[config.mk]
export PLATFORM = sky130hd
export DESIGN_NAME = boot_command_interpreter
export DESIGN_NICKNAME = d
export VERILOG_FILES = /design/src/common/boot_cmd_pkg.sv /design/src/hw/boot_command_interpreter.sv
export SDC_FILE = /design/constraint.sdc
export NUM_CORES = 1
export LEC_CHECK = 0
export ABC_AREA = 1
export BUFFER_PORTS_ARGS = -buffer_cell sky130_fd_sc_hd__buf_2
export CAP_MARGIN = 20
export CORE_MARGIN = 2
export CORE_UTILIZATION = 49
export DETAILED_ROUTE_END_ITERATION = 8
export PLACE_DENSITY_LB_ADDON = 0.12
export SYNTH_ARGS = -nofsm -noshare
export SYNTH_HDL_FRONTEND = slang
export SYNTH_SLANG_ARGS = --single-unit
[constraint.sdc]
create_clock -name i_core_clk -period 2.82 [get_ports i_core_clk]
set_input_delay 0.564 -clock i_core_clk [delete_from_list [all_inputs] [get_ports i_core_clk]]
set_output_delay 0.564 -clock i_core_clk [all_outputs]
set_load 0.05 [all_outputs]
[src/common/boot_cmd_pkg.sv]
// Function
// - Successful erase replies period, CR, LF
// - Bad checksum replies X, CR, LF; no erase
// - Secured block erase replies P, CR, LF
// - Checksum first, then security, then erase
// - Type 03, length 02, data 03 00: reset start
// - Reset start enables watchdog, then idles forever
// - Length 04, data 03 01 addr: jump start
// - No reply to either start command
// - External supervisor may distort watchdog reset
// - All routines share entry point FFF0h
// - Routines never touch interrupt enables
// - Block erase: type 03, len 02, 01, 00/20/40
// - Blocks span 0000-1FFF, 2000-3FFF, 4000-7FFF
// - Full erase clears flash, restores boot defaults; the code leaves the secure bit unchanged
// - Full erase ignores security level
package boot_cmd_pkg;
  localparam logic [7:0]  CH_COLON  = 8'h3a;
  localparam logic [7:0]  CH_DOT    = 8'h2e;
  localparam logic [7:0]  CH_X      = 8'h58;
  localparam logic [7:0]  CH_P      = 8'h50;
  localparam logic [7:0]  CH_CR     = 8'h0d;
  localparam logic [7:0]  CH_LF     = 8'h0a;
  localparam logic [7:0]  REC_CMD   = 8'h03;
  localparam logic [7:0]  LEN_ONE   = 8'h01;
  localparam logic [7:0]  LEN_TWO   = 8'h02;
  localparam logic [7:0]  LEN_FOUR  = 8'h04;
  localparam logic [7:0]  OP_ERASE  = 8'h01;
  localparam logic [7:0]  OP_START  = 8'h03;
  localparam logic [7:0]  OP_FULL   = 8'h07;
  localparam logic [7:0]  SUB_RESET = 8'h00;
  localparam logic [7:0]  SUB_JUMP  = 8'h01;
  localparam logic [7:0]  BLK0_SEL  = 8'h00;
  localparam logic [7:0]  BLK1_SEL  = 8'h20;
  localparam logic [7:0]  BLK2_SEL  = 8'h40;
  localparam logic [15:0] BLK0_LO   = 16'h0000;
  localparam logic [15:0] BLK0_HI   = 16'h1fff;
  localparam logic [15:0] BLK1_LO   = 16'h2000;
  localparam logic [15:0] BLK1_HI   = 16'h3fff;
  localparam logic [15:0] BLK2_LO   = 16'h4000;
  localparam logic [15:0] BLK2_HI   = 16'h7fff;
  localparam logic [15:0] API_ENTRY = 16'hfff0;
  localparam logic [7:0]  REG_CTRL  = 8'h00;
  localparam logic [7:0]  REG_STAT  = 8'h04;
  localparam logic [7:0]  REG_ENTRY = 8'h08;
  localparam logic [7:0]  REG_JUMP  = 8'h0c;
  localparam int          CTRL_SECURE_BIT = 0;
  localparam logic [31:0] CTRL_RESET      = 32'h0000_0000;
  typedef enum logic [2:0] {
    ST_IDLE, ST_FRAME, ST_EXEC, ST_ERASE, ST_REPLY, ST_HALT
  } state_t;
endpackage

[src/hw/boot_command_interpreter.sv]
// Implementation choices: the placing of the registers and the AHB-Lite interface to the registers.
`timescale 1ns/1ns
module boot_command_interpreter (
  // Clock and reset
  input  wire logic        i_core_clk,
  input  wire logic        i_rst,
  // AHB-Lite slave
  input  wire logic        i_hsel,
  input  wire logic [31:0] i_haddr,
  input  wire logic [1:0]  i_htrans,
  input  wire logic        i_hwrite,
  input  wire logic [2:0]  i_hsize,
  input  wire logic [31:0] i_hwdata,
  input  wire logic        i_hready,
  output logic [31:0]      o_hrdata,
  output logic             o_hreadyout,
  output logic             o_hresp,
  // Serial character stream
  input  wire logic        i_rx_valid,
  input  wire logic [7:0]  i_rx_data,
  output logic             o_rx_ready,
  output logic             o_tx_valid,
  output logic [7:0]       o_tx_data,
  input  wire logic        i_tx_ready,
  // Flash erase engine
  output logic             o_erase_req,
  output logic             o_erase_all,
  output logic [15:0]      o_erase_lo,
  output logic [15:0]      o_erase_hi,
  input  wire logic        i_erase_done,
  // Application start
  output logic             o_watchdog_enable,
  output logic             o_jump,
  output logic [15:0]      o_jump_addr
);
  import boot_cmd_pkg::*;

  typedef struct packed {
    state_t      st;
    logic        hi_nib;
    logic [3:0]  nib;
    logic [8:0]  idx;
    logic [7:0]  len;
    logic [7:0]  rtype;
    logic [7:0]  d0;
    logic [7:0]  d1;
    logic [7:0]  d2;
    logic [7:0]  d3;
    logic [7:0]  sum;
    logic        bad_hex;
    logic [7:0]  reply;
    logic [1:0]  rpos;
    logic        tx_valid;
    logic [7:0]  tx_data;
    logic        erase_req;
    logic        erase_all;
    logic [15:0] erase_lo;
    logic [15:0] erase_hi;
    logic        wdog;
    logic        jump;
    logic [15:0] jump_addr;
    logic        secure;
    logic [7:0]  last_reply;
    logic        wr_pend;
    logic        rd_pend;
    logic [7:0]  rd_addr;
    logic [31:0] hrdata;
  } core_t;

  core_t cur;
  core_t next_cur;

  // Hex digit to nibble; bit 4 flags a non-hex character
  function automatic logic [4:0] hex_val(input logic [7:0] c);
    if (c >= 8'h30 && c <= 8'h39) begin
      hex_val = {1'b0, 4'(c - 8'h30)};
    end else if (c >= 8'h41 && c <= 8'h46) begin
      hex_val = {1'b0, 4'(c - 8'h37)};
    end else if (c >= 8'h61 && c <= 8'h66) begin
      hex_val = {1'b0, 4'(c - 8'h57)};
    end else begin
      hex_val = 5'h10;
    end
  endfunction

  // Reply character at position 0..2
  function automatic logic [7:0] reply_char(input logic [7:0] r, input logic [1:0] p);
    case (p)
      2'd0:    reply_char = r;
      2'd1:    reply_char = CH_CR;
      default: reply_char = CH_LF;
    endcase
  endfunction

  logic       rx_take;
  logic [4:0] hv;
  logic [7:0] byte_in;

  assign hv      = hex_val(i_rx_data);
  assign byte_in = {cur.nib, hv[3:0]};

  // Echo slot must be free before a character is taken
  assign o_rx_ready = !cur.tx_valid && (cur.st == ST_IDLE || cur.st == ST_FRAME);
  assign rx_take    = i_rx_valid && o_rx_ready;

  always_comb begin
    next_cur      = cur;
    next_cur.jump = 1'b0;

    // Transmit slot drains on acceptance
    if (cur.tx_valid && i_tx_ready) begin
      next_cur.tx_valid = 1'b0;
    end

    // Register bus: data phase of previous address phase
    if (cur.wr_pend && cur.rd_addr == REG_CTRL) begin
      next_cur.secure = i_hwdata[CTRL_SECURE_BIT];
    end
    next_cur.wr_pend = 1'b0;
    next_cur.rd_pend = 1'b0;
    if (i_hsel && i_hready && i_htrans[1]) begin
      next_cur.wr_pend = i_hwrite;
      next_cur.rd_pend = !i_hwrite;
      next_cur.rd_addr = i_haddr[7:0];
      case (i_haddr[7:0])
        REG_CTRL:  next_cur.hrdata = {31'h0, cur.secure};
        REG_STAT:  next_cur.hrdata = {13'h0, 3'(cur.st), cur.wdog, 7'h0, cur.last_reply};
        REG_ENTRY: next_cur.hrdata = {16'h0, API_ENTRY};
        REG_JUMP:  next_cur.hrdata = {16'h0, cur.jump_addr};
        default:   next_cur.hrdata = 32'h0000_0000;
      endcase
    end

    case (cur.st)
      ST_IDLE, ST_FRAME: begin
        if (rx_take) begin
          next_cur.tx_valid = 1'b1;
          next_cur.tx_data  = i_rx_data;
          if (i_rx_data == CH_COLON) begin
            // A colon always restarts framing
            next_cur.st      = ST_FRAME;
            next_cur.hi_nib  = 1'b1;
            next_cur.idx     = 9'h000;
            next_cur.sum     = 8'h00;
            next_cur.bad_hex = 1'b0;
          end else if (cur.st == ST_FRAME) begin
            if (hv[4]) begin
              next_cur.bad_hex = 1'b1;
            end
            if (cur.hi_nib) begin
              next_cur.nib    = hv[3:0];
              next_cur.hi_nib = 1'b0;
            end else begin
              next_cur.hi_nib = 1'b1;
              next_cur.idx    = cur.idx + 9'h001;
              next_cur.sum    = cur.sum + byte_in;
              case (cur.idx)
                9'd0:    next_cur.len   = byte_in;
                9'd3:    next_cur.rtype = byte_in;
                9'd4:    next_cur.d0    = byte_in;
                9'd5:    next_cur.d1    = byte_in;
                9'd6:    next_cur.d2    = byte_in;
                9'd7:    next_cur.d3    = byte_in;
                default: next_cur.nib   = cur.nib;
              endcase
              // Last byte is the checksum
              if (cur.idx != 9'd0 && cur.idx == {1'b0, cur.len} + 9'd4) begin
                next_cur.st = ST_EXEC;
              end
            end
          end
        end
      end

      ST_EXEC: begin
        next_cur.st   = ST_IDLE;
        next_cur.rpos = 2'd0;
        if (cur.sum != 8'h00 || cur.bad_hex) begin
          next_cur.reply = CH_X;
          next_cur.st    = ST_REPLY;
        end else if (cur.rtype == REC_CMD) begin
          if (cur.len == LEN_TWO && cur.d0 == OP_ERASE &&
              (cur.d1 == BLK0_SEL || cur.d1 == BLK1_SEL || cur.d1 == BLK2_SEL)) begin
            if (cur.secure) begin
              next_cur.reply = CH_P;
              next_cur.st    = ST_REPLY;
            end else begin
              next_cur.erase_req = 1'b1;
              next_cur.erase_all = 1'b0;
              next_cur.st        = ST_ERASE;
              case (cur.d1)
                BLK0_SEL: begin
                  next_cur.erase_lo = BLK0_LO;
                  next_cur.erase_hi = BLK0_HI;
                end
                BLK1_SEL: begin
                  next_cur.erase_lo = BLK1_LO;
                  next_cur.erase_hi = BLK1_HI;
                end
                default: begin
                  next_cur.erase_lo = BLK2_LO;
                  next_cur.erase_hi = BLK2_HI;
                end
              endcase
            end
          end else if (cur.len == LEN_ONE && cur.d0 == OP_FULL) begin
            // No security check here by design
            next_cur.erase_req = 1'b1;
            next_cur.erase_all = 1'b1;
            next_cur.erase_lo  = BLK0_LO;
            next_cur.erase_hi  = BLK2_HI;
            next_cur.st        = ST_ERASE;
          end else if (cur.len == LEN_TWO && cur.d0 == OP_START && cur.d1 == SUB_RESET) begin
            // Silent; a fitted reset supervisor may stretch or clip the pulse
            next_cur.wdog = 1'b1;
            next_cur.st   = ST_HALT;
          end else if (cur.len == LEN_FOUR && cur.d0 == OP_START && cur.d1 == SUB_JUMP) begin
            next_cur.jump      = 1'b1;
            next_cur.jump_addr = {cur.d2, cur.d3};
          end
        end
      end

      ST_ERASE: begin
        if (i_erase_done) begin
          next_cur.erase_req = 1'b0;
          next_cur.reply     = CH_DOT;
          next_cur.st        = ST_REPLY;
        end
      end

      ST_REPLY: begin
        // Waits until the last echo has drained
        if (!cur.tx_valid) begin
          next_cur.tx_valid = 1'b1;
          next_cur.tx_data  = reply_char(cur.reply, cur.rpos);
          next_cur.rpos     = cur.rpos + 2'd1;
          if (cur.rpos == 2'd2) begin
            next_cur.last_reply = cur.reply;
            next_cur.st         = ST_IDLE;
          end
        end
      end

      ST_HALT: begin
        // Idle loop until the watchdog resets the device
        next_cur.st = ST_HALT;
      end

      default: next_cur.st = ST_IDLE;
    endcase
  end

  always_ff @(posedge i_core_clk) begin
    if (i_rst) begin
      cur        <= '0;
      cur.st     <= ST_IDLE;
      cur.hi_nib <= 1'b1;
      cur.secure <= CTRL_RESET[CTRL_SECURE_BIT];
    end else begin
      cur <= next_cur;
    end
  end

  // No interrupt enable is touched by any path here
  assign o_hrdata          = cur.rd_pend ? cur.hrdata : 32'h0000_0000;
  assign o_hreadyout       = 1'b1;
  assign o_hresp           = 1'b0;
  assign o_tx_valid        = cur.tx_valid;
  assign o_tx_data         = cur.tx_data;
  assign o_erase_req       = cur.erase_req;
  assign o_erase_all       = cur.erase_all;
  assign o_erase_lo        = cur.erase_lo;
  assign o_erase_hi        = cur.erase_hi;
  assign o_watchdog_enable = cur.wdog;
  assign o_jump            = cur.jump;
  assign o_jump_addr       = cur.jump_addr;
endmodule

==> summary.md <==
| Metric | Value |
|---|---|
| Status | `finished, final reports clean` |
| Initial antenna violation count | `0` |
| Max cap viols | `0` |
| Die Width | `roughly 130 um` |
| Total Wirelength | `between 15000 and 20000 um` |
| RD Place Congestion | `approximately 0.93` |
| Max-slew headroom | `between 50% and 60%` |
| Htree depth | `4` |
| Synth Flop Type | `dfxtp_1` |
| Footprint of the multi-input gates | `approximately 3600 um^2` |
| PwrDens | `between 500 and 600 nW/um^2` |
| Worst Tran Pin Value | `a little under 700 ps` |
| Resized cells post-CTS | `0` |
| Fillers | `1536` |
| Root Buffer | `clkbuf_16` |
| Hold path endpoint | `cur[40]$_SDFF_PP0_` |
| DRC | `0` |
| All-Layer GR Usage | `around 22%` |
| Cell area after layout | `slightly below 9000 um^2` |
| Vias per cell | `4.89` |
| Worst vdd ir | `between 400 and 500 uV` |
| CTS clock-pin slew for the worst setup and hold paths | `roughly 60 ps` |
| First-pass GRT wire length | `29700 um` |
| Arrival @ worst endpoint | `roughly 2900 ps` |
| Largest net degree at the start of global routing | `91` |
| Number of buffers created by CTS | `17` |
| Top post-synthesis cells by area | `dfxtp_1, nand2_1, inv_1` |
| Synth warn | `0` |
| Utilization after layout | `roughly 57%` |
| Reg2reg start | `cur[173]$_SDFFE_PP0P_` |
| First DRT Iteration DRCs | `~480` |
| Core area | `15300 um^2` |
| TritonCTS clock tree | `done` |
| Avg WL per Cell | `~13 um` |
| Die Ht | `129 um` |
| Num rows | `between 40 and 50` |
| Max-slew violation count | `0` |
| Total iterations of the first detailed-routing run | `5` |
| Max clock buf depth | `2` |
| Hold path depth | `2` |
| Routed via count | `6849` |
| Tmin final | `between 2000 and 3000 ps` |
| Vias in the first global route | `approximately 6100` |
| Smallest hold slack | `between 300 and 400 ps` |
| I/O Pins | `between 150 and 200` |
| Terminus of the critical flop-to-flop path | `o_erase_lo[13]$_SDFFE_PP0P_` |
| Placed cell area | `roughly 8100 um^2` |
| FF/Latch Area | `just under 3000 um^2` |
| Hold WC Path Type | `input port to flip-flop` |
| Mapped Area | `between 7000 and 8000 um^2` |
| Share of the synthesized area in the top cell type | `37.9%` |
| RSZ-0062 raised after global routing | `no` |
| Area Growth Syn to Fin | `12.5%` |
| Final hold vios | `0` |
| Clock Sinks | `146` |
| Tcrit/Tclk final | `89.0%` |
| Leakage power | `~4.3 nW` |
| Post-route ant nets | `0` |
| Share of layout cells above drive strength 1 | `about 15%` |
| Crit path required time | `roughly 3200 ps` |
| Hold path start | `i_hwrite` |
| Slack of the worst reg-to-reg path | `between 700 and 800 ps` |
| Total gr overflow | `0` |
| Register area share after synthesis | `a little under two fifths` |
| # setup viols final | `0` |
| Synth area leader | `dfxtp_1` |
| Dpl hpwl | `roughly 13000 um` |
| Worst-path fanout max | `7` |
| Worst reg2reg path depth | `12` |
| Post-CTS setup buffer count | `0` |
| Post-synth EDFFs | `0` |
| Inserted Diodes | `0` |
| Initial Util | `between 50% and 60%` |
| PortBufs | `between 90 and 100` |
| Syn_area_per_cell | `between 6 and 7 um^2` |
| Seq cells post-synth | `about 150` |
| Post-synthesis instance total | `between 1000 and 1500` |
| Worst Setup SP | `i_rx_data[0]` |
| Most frequent cells in the layout | `nand2_1, inv_1, dfxtp_1, nor2_1, a21oi_1` |
| Critical path capture point type | `flip-flop` |
| Post-CTS Hold Buffers | `0` |
| NumNets Final | `between 1000 and 1500` |
| Clock Skew | `~6.7 ps` |
| Fmax | `around 400 MHz` |
| Most common cell after layout, fill and taps aside | `nand2_1` |
| Crit path launch type | `input port` |
| Die area | `16800 um^2` |
| Ys async rst share | `0%` |
| CP Class | `input port to flip-flop` |
| Clk_lat worst skew | `430 ps` |
| Cell variety after synth | `48` |
## registers in the layout (all words and copies together) (netlist names)
signal,flops
o_tx_valid,1
cur,108
o_erase_lo,2
o_erase_all,1
o_jump_addr,16
o_erase_hi,3
o_watchdog_enable,1
o_jump,1
byte_in,4
o_tx_data,8
o_erase_req,1
## power breakdown
part / total [W] / internal [W] / switching (W)
registers: 0.00209 / 0.00208 / 0.00000990
logic: 0.000315 / 0.0000704 / 0.000244
clock network: 0.00226 / 0.00134 / 0.000924
total: 0.00467 / 0.00349 / 0.00118
## synthesized netlist by cell type, types with 8 or more instances
cell	instances
nand2_1	240
clkbuf_1	22
inv_1	157
a21oi_1	102
nor3_1	13
nand4_1	16
nand3_1	48
o21ai_0	79
buf_4	72
ha_1	22
o21ai_1	8
dfxtp_1	146
nor2_1	113
## cells by family after synthesis
logic type                 after synthesis  synth area share, %
and+or+nand+nor                        455                 25.8
buffers and inverters                  260                 16.4
AOI/OAI and AO/OA                      218                 15.1
DFF                                    146                 37.9
adders and majority gates               23                 3.83
xor gates and xnor gates                 8                0.908
other                                    2               0.0973
## area by class of cell
type | count | share of cell area (%)
multi-input cells | 734 | 42.0
flip-flops and latches | 146 | 33.7
repair buffers | 116 | 7.55
inverters | 161 | 6.96
clock buffers | 18 | 5.06
well taps | 211 | 3.04
clock inverters | 14 | 1.74
## worst max path at each step
stage	to	slack (ps)	depth (start not counted)
detailed placement	cur[129]$_SDFFE_PP0P_	-130	23
finish	cur[129]$_SDFFE_PP0P_	310	23
floorplan	cur[127]$_SDFFE_PP0P_	50	18
CTS	cur[129]$_SDFFE_PP0P_	300	23
global route	cur[129]$_SDFFE_PP0P_	40	23
global placement	cur[129]$_SDFFE_PP0P_	-60	23
## layer usage
layer,vias up,track usage [%],wire length [um]
li1,3583,-,-
met3,20,3.47,766
met1,3097,31.1,9240
met2,149,35.9,8110
met4,0,6.89,253
met5,-,0,0
## metrics by stage
step | power, W | std cells | worst slack [ps] | setup TNS (ps)
final | 0.00467 | 1400 | 309 | 0
after floorplan | 0.00240 | 1140 | 52.1 | 0
after CTS | 0.00470 | 1400 | 303 | 0
after global routing | 0.00481 | 1400 | 35.8 | 0
after detailed placement | 0.00245 | 1368 | -133 | -305
after global placement | 0.00245 | 1368 | -64.0 | -124
## critical path: stages
cell and delay (ps):
buf_2 90, inv_1 50, ha_1 180, inv_1 50, nor2_1 40, o21ai_0 140
nand2_1 80, o21ai_2 120, buf_4 170, o21ai_2 60, inv_1 60, ha_1 160
inv_1 60, fa_1 400, inv_1 70, nand3_1 60, nand3_1 90, nand2_1 70
nand2_1 70, a21oi_1 70, nand2_1 60, nand2_1 40, o21ai_0 130
Power figures use the tool's default switching activity.
